## src/verilog/sarc_pkg.sv

```systemverilog
// Constants for the sideband accessory resistor classifier
`default_nettype none
package sarc_pkg;
	// ==========================================================
	// Widths
	localparam int unsigned CODE_W = 8;
	localparam int unsigned PU_W = 2;
	localparam int unsigned ADDR_W = 8;
	localparam int unsigned NUM_ACC = 4;

	// ==========================================================
	// Register offsets
	localparam logic [7:0] ACC2_UPPER_OFS = 8'h34;
	localparam logic [7:0] ACC2_LOWER_OFS = 8'h35;
	localparam logic [7:0] ACC2_PULLUP_OFS = 8'h36;
	localparam logic [7:0] ACC3_UPPER_OFS = 8'h37;
	localparam logic [7:0] ACC3_LOWER_OFS = 8'h38;
	localparam logic [7:0] ACC3_PULLUP_OFS = 8'h39;
	localparam logic [7:0] ACC4_LOWER_OFS = 8'h3a;
	localparam logic [7:0] ACC4_UPPER_OFS = 8'h3b;
	localparam logic [7:0] ACC4_PULLUP_OFS = 8'h3c;
	localparam logic [7:0] ACC5_UPPER_OFS = 8'h3d;
	localparam logic [7:0] ACC5_LOWER_OFS = 8'h3e;
	localparam logic [7:0] ACC5_PULLUP_OFS = 8'h3f;

	// ==========================================================
	// Reset values
	localparam logic [7:0] ACC2_UPPER_RST = 8'h74;
	localparam logic [7:0] ACC2_LOWER_RST = 8'h66;
	localparam logic [1:0] ACC2_PULLUP_RST = 2'h1;
	localparam logic [7:0] ACC3_UPPER_RST = 8'hd9;
	localparam logic [7:0] ACC3_LOWER_RST = 8'hbf;
	localparam logic [1:0] ACC3_PULLUP_RST = 2'h1;
	localparam logic [7:0] ACC4_UPPER_RST = 8'h00;
	localparam logic [7:0] ACC4_LOWER_RST = 8'h00;
	localparam logic [1:0] ACC4_PULLUP_RST = 2'h0;
	localparam logic [7:0] ACC5_UPPER_RST = 8'h00;
	localparam logic [7:0] ACC5_LOWER_RST = 8'h00;
	localparam logic [1:0] ACC5_PULLUP_RST = 2'h0;

	// ==========================================================
	// Pullup current codes
	localparam logic [1:0] PU_2UA = 2'h0;
	localparam logic [1:0] PU_8UA = 2'h1;
	localparam logic [1:0] PU_32UA = 2'h2;
	localparam logic [1:0] PU_128UA = 2'h3;

	// Sideband pin selector values
	localparam logic PIN_ONE = 1'b0;
	localparam logic PIN_TWO = 1'b1;

	// Read data for unmapped offsets and reserved bits
	localparam logic [7:0] READ_ZERO = 8'h00;
endpackage : sarc_pkg
`default_nettype wire

```

## src/verilog/sarc_classifier.sv

```systemverilog
// Accessory resistor classifier with its threshold registers
//
// Summary of operation
// - Accessory 2 matches when the final pullup equals its pullup code and the code is in range.
// - Accessory 3 matches when the final pullup equals its pullup code and the code is in range.
// - Accessory 4 matches when the final pullup equals its pullup code and the code is in range.
// - The accessory 2 lower bound is an 8-bit code compared to the final code, reset 0x66.
// - Accessory 3 bounds reset to 0xd9 upper and 0xbf lower, its pullup code to 8 uA.
// - The accessory 5 upper bound is a read/write 8-bit code that resets to zero.
// - The accessory 5 lower bound resets to zero and its pullup code to 2 uA.
// - Accessory 5 matches when the final pullup equals its pullup code and the code is in range.
// - The engine reports pullup 00 for abort or open and 11 for ground.
// - The engine reports code 0x00 for abort or ground and 0xff for open.
`default_nettype none
module sarc_classifier (
	input wire logic core_clk,
	input wire logic rst,
	input wire logic [7:0] reg_addr,
	input wire logic [7:0] reg_wdata,
	input wire logic reg_wr_en,
	input wire logic reg_rd_en,
	output logic [7:0] reg_rdata,
	input wire logic meas_done,
	input wire logic meas_pin,
	input wire logic [1:0] sideband_final_pullup_code,
	input wire logic [7:0] sideband_final_adc_code,
	output logic [3:0] pin_one_acc_valid,
	output logic [3:0] pin_two_acc_valid,
	output logic result_strobe
);
	// ==========================================================
	// Threshold registers, index 0 is accessory 2
	logic [7:0] lower_code [sarc_pkg::NUM_ACC];
	logic [7:0] upper_code [sarc_pkg::NUM_ACC];
	logic [1:0] pullup_select [sarc_pkg::NUM_ACC];
	logic [3:0] hit;
	logic [7:0] next_rdata;

	always_ff @(posedge core_clk) begin
		if (rst) begin
			lower_code[0] <= sarc_pkg::ACC2_LOWER_RST;
			upper_code[0] <= sarc_pkg::ACC2_UPPER_RST;
			pullup_select[0] <= sarc_pkg::ACC2_PULLUP_RST;
			lower_code[1] <= sarc_pkg::ACC3_LOWER_RST;
			upper_code[1] <= sarc_pkg::ACC3_UPPER_RST;
			pullup_select[1] <= sarc_pkg::ACC3_PULLUP_RST;
			lower_code[2] <= sarc_pkg::ACC4_LOWER_RST;
			upper_code[2] <= sarc_pkg::ACC4_UPPER_RST;
			pullup_select[2] <= sarc_pkg::ACC4_PULLUP_RST;
			lower_code[3] <= sarc_pkg::ACC5_LOWER_RST;
			upper_code[3] <= sarc_pkg::ACC5_UPPER_RST;
			pullup_select[3] <= sarc_pkg::ACC5_PULLUP_RST;
		end else if (reg_wr_en) begin
			unique case (reg_addr)
				sarc_pkg::ACC2_UPPER_OFS: upper_code[0] <= reg_wdata;
				sarc_pkg::ACC2_LOWER_OFS: lower_code[0] <= reg_wdata;
				sarc_pkg::ACC2_PULLUP_OFS: pullup_select[0] <= reg_wdata[1:0];
				sarc_pkg::ACC3_UPPER_OFS: upper_code[1] <= reg_wdata;
				sarc_pkg::ACC3_LOWER_OFS: lower_code[1] <= reg_wdata;
				sarc_pkg::ACC3_PULLUP_OFS: pullup_select[1] <= reg_wdata[1:0];
				sarc_pkg::ACC4_LOWER_OFS: lower_code[2] <= reg_wdata;
				sarc_pkg::ACC4_UPPER_OFS: upper_code[2] <= reg_wdata;
				sarc_pkg::ACC4_PULLUP_OFS: pullup_select[2] <= reg_wdata[1:0];
				sarc_pkg::ACC5_UPPER_OFS: upper_code[3] <= reg_wdata;
				sarc_pkg::ACC5_LOWER_OFS: lower_code[3] <= reg_wdata;
				sarc_pkg::ACC5_PULLUP_OFS: pullup_select[3] <= reg_wdata[1:0];
				// Unmapped writes are dropped silently
				default: ;
			endcase
		end
	end

	// ==========================================================
	// Read path, reserved pullup bits read zero
	always_comb begin
		next_rdata = sarc_pkg::READ_ZERO;
		unique case (reg_addr)
			sarc_pkg::ACC2_UPPER_OFS: next_rdata = upper_code[0];
			sarc_pkg::ACC2_LOWER_OFS: next_rdata = lower_code[0];
			sarc_pkg::ACC2_PULLUP_OFS: next_rdata = {6'h00, pullup_select[0]};
			sarc_pkg::ACC3_UPPER_OFS: next_rdata = upper_code[1];
			sarc_pkg::ACC3_LOWER_OFS: next_rdata = lower_code[1];
			sarc_pkg::ACC3_PULLUP_OFS: next_rdata = {6'h00, pullup_select[1]};
			sarc_pkg::ACC4_LOWER_OFS: next_rdata = lower_code[2];
			sarc_pkg::ACC4_UPPER_OFS: next_rdata = upper_code[2];
			sarc_pkg::ACC4_PULLUP_OFS: next_rdata = {6'h00, pullup_select[2]};
			sarc_pkg::ACC5_UPPER_OFS: next_rdata = upper_code[3];
			sarc_pkg::ACC5_LOWER_OFS: next_rdata = lower_code[3];
			sarc_pkg::ACC5_PULLUP_OFS: next_rdata = {6'h00, pullup_select[3]};
			default: next_rdata = sarc_pkg::READ_ZERO;
		endcase
	end

	always_ff @(posedge core_clk) begin
		if (rst) begin
			reg_rdata <= sarc_pkg::READ_ZERO;
		end else if (reg_rd_en) begin
			reg_rdata <= next_rdata;
		end
	end

	// ==========================================================
	// Window comparators
	// Abort/open/ground arrive as 00/ff codes with fixed pullups,
	// so they are classified like any other result
	genvar gi;
	generate
		for (gi = 0; gi < sarc_pkg::NUM_ACC; gi++) begin : g_win
			sarc_window u_win (
				.lower_code(lower_code[gi]),
				.upper_code(upper_code[gi]),
				.pullup_select(pullup_select[gi]),
				.final_adc_code(sideband_final_adc_code),
				.final_pullup_code(sideband_final_pullup_code),
				.hit(hit[gi])
			);
		end
	endgenerate

	// ==========================================================
	// Result latch, one update per finished measurement per pin
	always_ff @(posedge core_clk) begin
		if (rst) begin
			pin_one_acc_valid <= 4'h0;
			pin_two_acc_valid <= 4'h0;
		end else if (meas_done) begin
			if (meas_pin == sarc_pkg::PIN_ONE) begin
				pin_one_acc_valid <= hit;
			end else begin
				pin_two_acc_valid <= hit;
			end
		end
	end

	always_ff @(posedge core_clk) begin
		if (rst) begin
			result_strobe <= 1'b0;
		end else begin
			result_strobe <= meas_done;
		end
	end
endmodule : sarc_classifier
`default_nettype wire

```

## src/verilog/sarc_window.sv

```systemverilog
// One accessory window: pullup code match plus inclusive code range
`default_nettype none
module sarc_window (
	input wire logic [7:0] lower_code,
	input wire logic [7:0] upper_code,
	input wire logic [1:0] pullup_select,
	input wire logic [7:0] final_adc_code,
	input wire logic [1:0] final_pullup_code,
	output logic hit
);
	// Inverted bounds give an empty window, never a wrap-around
	assign hit = (final_pullup_code == pullup_select) &&
		(final_adc_code >= lower_code) && (final_adc_code <= upper_code);
endmodule : sarc_window
`default_nettype wire
```

## config.mk

```make
export PLATFORM = sky130hd
export DESIGN_NAME = sarc_classifier
export DESIGN_NICKNAME = d
export VERILOG_FILES = /design/src/verilog/sarc_pkg.sv /design/src/verilog/sarc_classifier.sv /design/src/verilog/sarc_window.sv
export SDC_FILE = /design/constraint.sdc
export NUM_CORES = 1
export LEC_CHECK = 0
export ABC_AREA = 1
export BUFFER_PORTS_ARGS = -buffer_cell sky130_fd_sc_hd__buf_2
export CORE_MARGIN = 4
export CORE_UTILIZATION = 40
export DETAILED_ROUTE_END_ITERATION = 8
export GPL_TIMING_DRIVEN = 1
export PLACE_DENSITY_LB_ADDON = 0.25
export SETUP_SLACK_MARGIN = 0.2
export SYNTH_ARGS = -nofsm -noshare
export SYNTH_HDL_FRONTEND = slang
export SYNTH_SLANG_ARGS = --single-unit
```

## constraint.sdc

```tcl
create_clock -name core_clk -period 2 [get_ports core_clk]
set_input_delay 0.4 -clock core_clk [delete_from_list [all_inputs] [get_ports core_clk]]
set_output_delay 0.4 -clock core_clk [all_outputs]
set_load 0.01 [all_outputs]
```

=== Word-level counts from Yosys, hierarchy flattened ===
Memories as Yosys holds them, arrays and structs flattened.
Index checks and enable logic that the tools add are counted.

* Add/sub/neg operators: 0
* Multiply operators: 0
* Div/mod/pow operators: 0
* Order comparisons: 8
* Equal/unequal tests: 16
* Shifts and indexed selects: 0
* Mux-type cells: 63
* Bitwise gates (word level): 13
* Reductions and logical operators: 10

{| class="wikitable"
|+ Operators with widths
! kind !! count
|-
| $eq A8 B6 Y1 const B || 12
|-
| $pmux W8 S12 || 1
|-
| $mux W8 || 8
|-
| $mux W1 || 50
|-
| $ge A8 B8 Y1 || 4
|-
| $le A8 B8 Y1 || 4
|-
| $or A1 B1 Y1 || 12
|-
| $eq A2 B2 Y1 || 4
|-
| $logic_and A1 B1 Y1 || 8
|-
| $mux W2 || 4
|-
| $reduce_and A2 Y1 || 2
|-
| $not A1 Y1 || 1
|}

* Register bits: 17
* Bits in latches: 0
* Bits in writable memories: 72
* Memory bits (read-only): 0
* Output and inout bits: 17
* Word-level logic and storage cells: 117
* Memories kept: 3

{| class="wikitable"
|+ Memory list
! name !! words !! width !! read ports !! clocked after memory_dff !! write ports !! line !! source
|-
| lower_code || 4 || 8 || 4 || 0 || 4 || sarc_classifier.sv:33 || <nowiki>logic [7:0] lower_code [sarc_pkg::NUM_ACC];</nowiki>
|-
| upper_code || 4 || 8 || 4 || 0 || 4 || sarc_classifier.sv:34 || <nowiki>logic [7:0] upper_code [sarc_pkg::NUM_ACC];</nowiki>
|-
| pullup_select || 4 || 2 || 4 || 0 || 4 || sarc_classifier.sv:35 || <nowiki>logic [1:0] pullup_select [sarc_pkg::NUM_ACC];</nowiki>
|}

=== Depth between registers and ports, before layout ===
* Depth after elaboration: 6
* Mapped depth: 10

=== By module ===
A second synthesis with hierarchy kept.

* Cell total of the unflattened synthesis: 753
* Area, all modules: 6120.9 sq um

{| class="wikitable"
|+ Modules (own cells, without submodules)
! module !! times used !! cells an instance !! area an instance (sq um)
|-
| sarc_classifier || 1 || 453 || 4284.1
|-
| sarc_window || 4 || 75 || 459.2
|}

=== Worst setup path before layout ===
No wires, ideal clock.

* Path type: input to register
* Start: in reg_addr[1]
* End: mem lower_code[0][0] (enable)
* Data arrival time: 1.550 ns
* Data required time: 1.616 ns
* Setup slack: 0.066 ns
* Stages: 5
* Path through: inv_1 -> nand2_1 -> nor2_4 -> nand2_2 -> o21ai_0

{| class="wikitable"
|+ RTL lines
! item !! line !! source
|-
| start, declared || sarc_classifier.sv:18 || <nowiki>input wire logic [7:0] reg_addr,</nowiki>
|-
| end, declared || sarc_classifier.sv:33 ||
|}

==> results.md <==
* Status: finished clean
* Routed wire length at 17200 µm
* Delay-heaviest family, CP: buffers and inverters
* Routed vias/inst at around 5.3
* Hold path start: meas_done
* Commonest non-fill, non-tap cells in the layout: nand2_1, nor2_1, inv_1
* RSZ-0062 raised after global routing: no
* Max Root-Sink Buffers at 2
* Most common cell after layout, fill and taps aside: nand2_1
* NetSw at 1.22 mW
* Placed cell count at just over 900
* Register bit count reported by yosys at 89
* Buf+Inv Stages, Crit Path at 5
* Post-layout util at 0.481
* Setup Skew at 0.00796 ns
* Die ar. at 16600 µm²
* 1st-pass router iterations at 5
* Die X at ~130 µm
* Final Cycle Share at 0.823
* Syn_area_per_cell at 8.48 µm²
* Total CTS buffers at 9
* Worst slew margin at 0.551
* Comb pwr share at 0.139
* Post-CTS setup buffers at 0
* Gpl congestion at 0.957
* Sw Ratio at 0.259
* Row count at 43
* Register-to-Register Setup Slack at 0.37 ns
* Critical-path cell list: buf_2 > inv_2 > nand2_1 > nor2_4 > buf_12 > buf_4 > nand2_4 > o21ai_1 > buf_4
* Worst Reg2Reg Path Length in Cells at 9
* Detail Placement HPWL at between 10000 and 15000 µm
* Yosys Warn Count at 0
* Clock slew at reported path FFs at 0.07 ns
* Seq pwr share at 0.451
* Setup crit end kind: register
* Initial antenna violation count at 0
* Hold Violations, Final at 0
* Final setup vio count at 0
* CP startpoint kind: input port
* Fmax at ~0.6 GHz
* Core area at 14100 µm²
* CTS tree: built
* GRT overflow at 0
* Reg2reg start: upper_code[1][5]$_SDFFCE_PN0P_
* Setup_tns at 0 ns
* Worst Path Max Fanout at 38
* Netlist cell types at 32
* P_int at 3.51 mW
* Crit path launch: reg_addr[6]
* Total number of vias at 4996
* CTS HTree Levels at 3
* R2R Path End: pin_two_acc_valid[1]$_SDFFE_PP0P_
* VDD IR max at 0.392 mV
* Layout cells sized above 1 at 0.164
* Pin count of the biggest net entering global routing at 39
* Crit path DAT at 1.71 ns
* Clock share of power at 0.409
* Final-stage net count at 849
* Fin cells at 938
* Worst-path cell with the longest stage delay: buf_4
* Top-Level Pins at 49
* Syn Inst Count at 690
* Detailed router's first-iteration violation count at 461
* Hold Path Sink: result_strobe$_SDFF_PP0_
* Post-Syn Area at 5850 µm²
* Total of max-cap violations at 0
* Crit path kind: input port to register
* Starting Density at 0.415
* Die Y at 129 µm
* Pwr per Cell Area at 697 nW/µm²
* Final max-slew violation count at 0
* Worst-Margin Slew at ~0.67 ns
* Vias in the first global route at 4931
* Cell Area, Placed at between 6000 and 7000 µm²
* Final Cell Area at just under 7000 µm²
* Mapped Nets at ~800
* GR Util All Layers at 0.215
* Clock Tree Root: clkbuf_16
* Leak at around 3.2 nW
* Hold Path Depth at 3
* Final WS setup at 0.353 ns
* Antenna Cells at 0
* CTS sink count at 89
* Sequential area share after synthesis at 0.428
* Number of buffers added on ports at 48
* First-pass GRT wire length at 26500 µm
* DRC errors left at 0
* Max incr delay on CP at ~0.24 ns
* Worst EP required at 2.06 ns
* Cell repeated most along the worst path: buf_4
* Per-cell routed wire length at about 18 µm
* Clk_lat worst skew at 0.35 ns
* Fin crit period at between 1.5 and 2 ns
* Layout area overhead at 15.9%
* Place WS at 0.0562 ns
* Worst min-delay path category: input port to register
* Antenna-violating nets left at 0
sequential cells by signal (all words and copies together), names as in the netlist:
register           flops
lower_code            32
pin_one_acc_valid      4
pin_two_acc_valid      4
pullup_select          8
reg_rdata              8
result_strobe          1
upper_code            32
metal layers:
layer  wire, µm  up-vias  part of all wire  GRT usage
met5          0        -                 0          0
met4        437        0             0.025     0.0698
met3       1180       37             0.068     0.0432
met2       8180      197              0.47      0.356
met1       7430     2331              0.43      0.282
li1           -     2431                 -          -
power groups by stage:
| stage | registers [mW] | clock network [mW] | logic, mW |
|---|---|---|---|
| after floorplan | 2.16 | 0 | 0.396 |
| after global placement | 2.17 | 0 | 0.628 |
| after detailed placement | 2.18 | 0 | 0.653 |
| after CTS | 2.14 | 1.96 | 0.657 |
| after global routing | 2.14 | 2.04 | 0.743 |
| final | 2.14 | 1.94 | 0.659 |
worst max path at each step:
stage / slack [ns] / to / depth (start not counted)
2_1_floorplan: 0.13 / lower_code[1][0]$_SDFFCE_PN1P_ / 4
3_3_place_gp: 0.05 / upper_code[3][4]$_SDFFCE_PN0P_ / 9
3_5_place_dp: 0.06 / upper_code[3][5]$_SDFFCE_PN0P_ / 9
4_1_cts: 0.35 / pin_two_acc_valid[2]$_SDFFE_PP0P_ / 9
5_1_grt: 0.24 / pin_two_acc_valid[3]$_SDFFE_PP0P_ / 10
6_report: 0.35 / upper_code[3][0]$_SDFFCE_PN0P_ / 9
cell families after synthesis:
logic type | share of synthesized area
simple gates | 0.280
xor+xnor | 0.0120
compound gates | 0.0673
buf+inv | 0.0759
flops | 0.428
fa+ha+maj | 0.137
worst register-to-register path, stage by stage (launching register included):
cell      delay (ns)
edfxtp_1        0.36
inv_1           0.09
ha_1            0.25
a21oi_1         0.16
nor2_1          0.05
nor3_1          0.17
nand2_1         0.09
nand2_1         0.09
nand3_1         0.14
a21oi_1         0.15
cell type report:
cell class              count  area [µm²]
multi-input cells         489        2930
repair buffers             68         415
inverters                  96         360
flip-flops and latches     89        2500
well taps                 180         225
clock inverters             4        52.6
fillers                  1390        7310
clock buffers              12         300
cells in the mapped netlist:
cell	n	area share
o21ai_0	20	0.017
nor2_2	1	0.0011
nand4_1	8	0.0086
nor3_2	3	0.0051
nor4_1	3	0.0032
nand3b_1	6	0.0077
clkinv_1	1	0.00064
nand2_2	5	0.0053
inv_1	88	0.056
a21oi_2	1	0.0015
clkbuf_1	6	0.0038
nor3_1	4	0.0034
a21oi_1	39	0.033
nor2_1	101	0.065
buf_1	1	0.00064
ha_1	64	0.14
inv_2	7	0.0045
o21bai_1	4	0.0051
nor2_8	2	0.0068
dfxtp_1	17	0.058
buf_6	2	0.0038
xor2_1	8	0.012
edfxtp_1	72	0.37
nand2_1	120	0.077
o21a_1	4	0.0051
nor2_4	6	0.012
o21ai_1	6	0.0051
nand2_4	3	0.0058
nor3_4	3	0.0083
buf_2	7	0.0060
nand3_1	74	0.063
nand4_2	4	0.0086
stage by stage:
stage	total power, mW	hold WS [ns]
CTS	4.75	0.278
finish	4.73	0.289
global route	4.93	0.307
global placement	2.80	0.462
detailed placement	2.83	0.465
floorplan	2.56	0.490
what timing repair did:
item | in CTS | in global routing
resized for setup | 0 | 2
endpoints found under the setup margin | 0 | 3
hold buffers | 0 | 0
(Power assumes the default switching activity.)
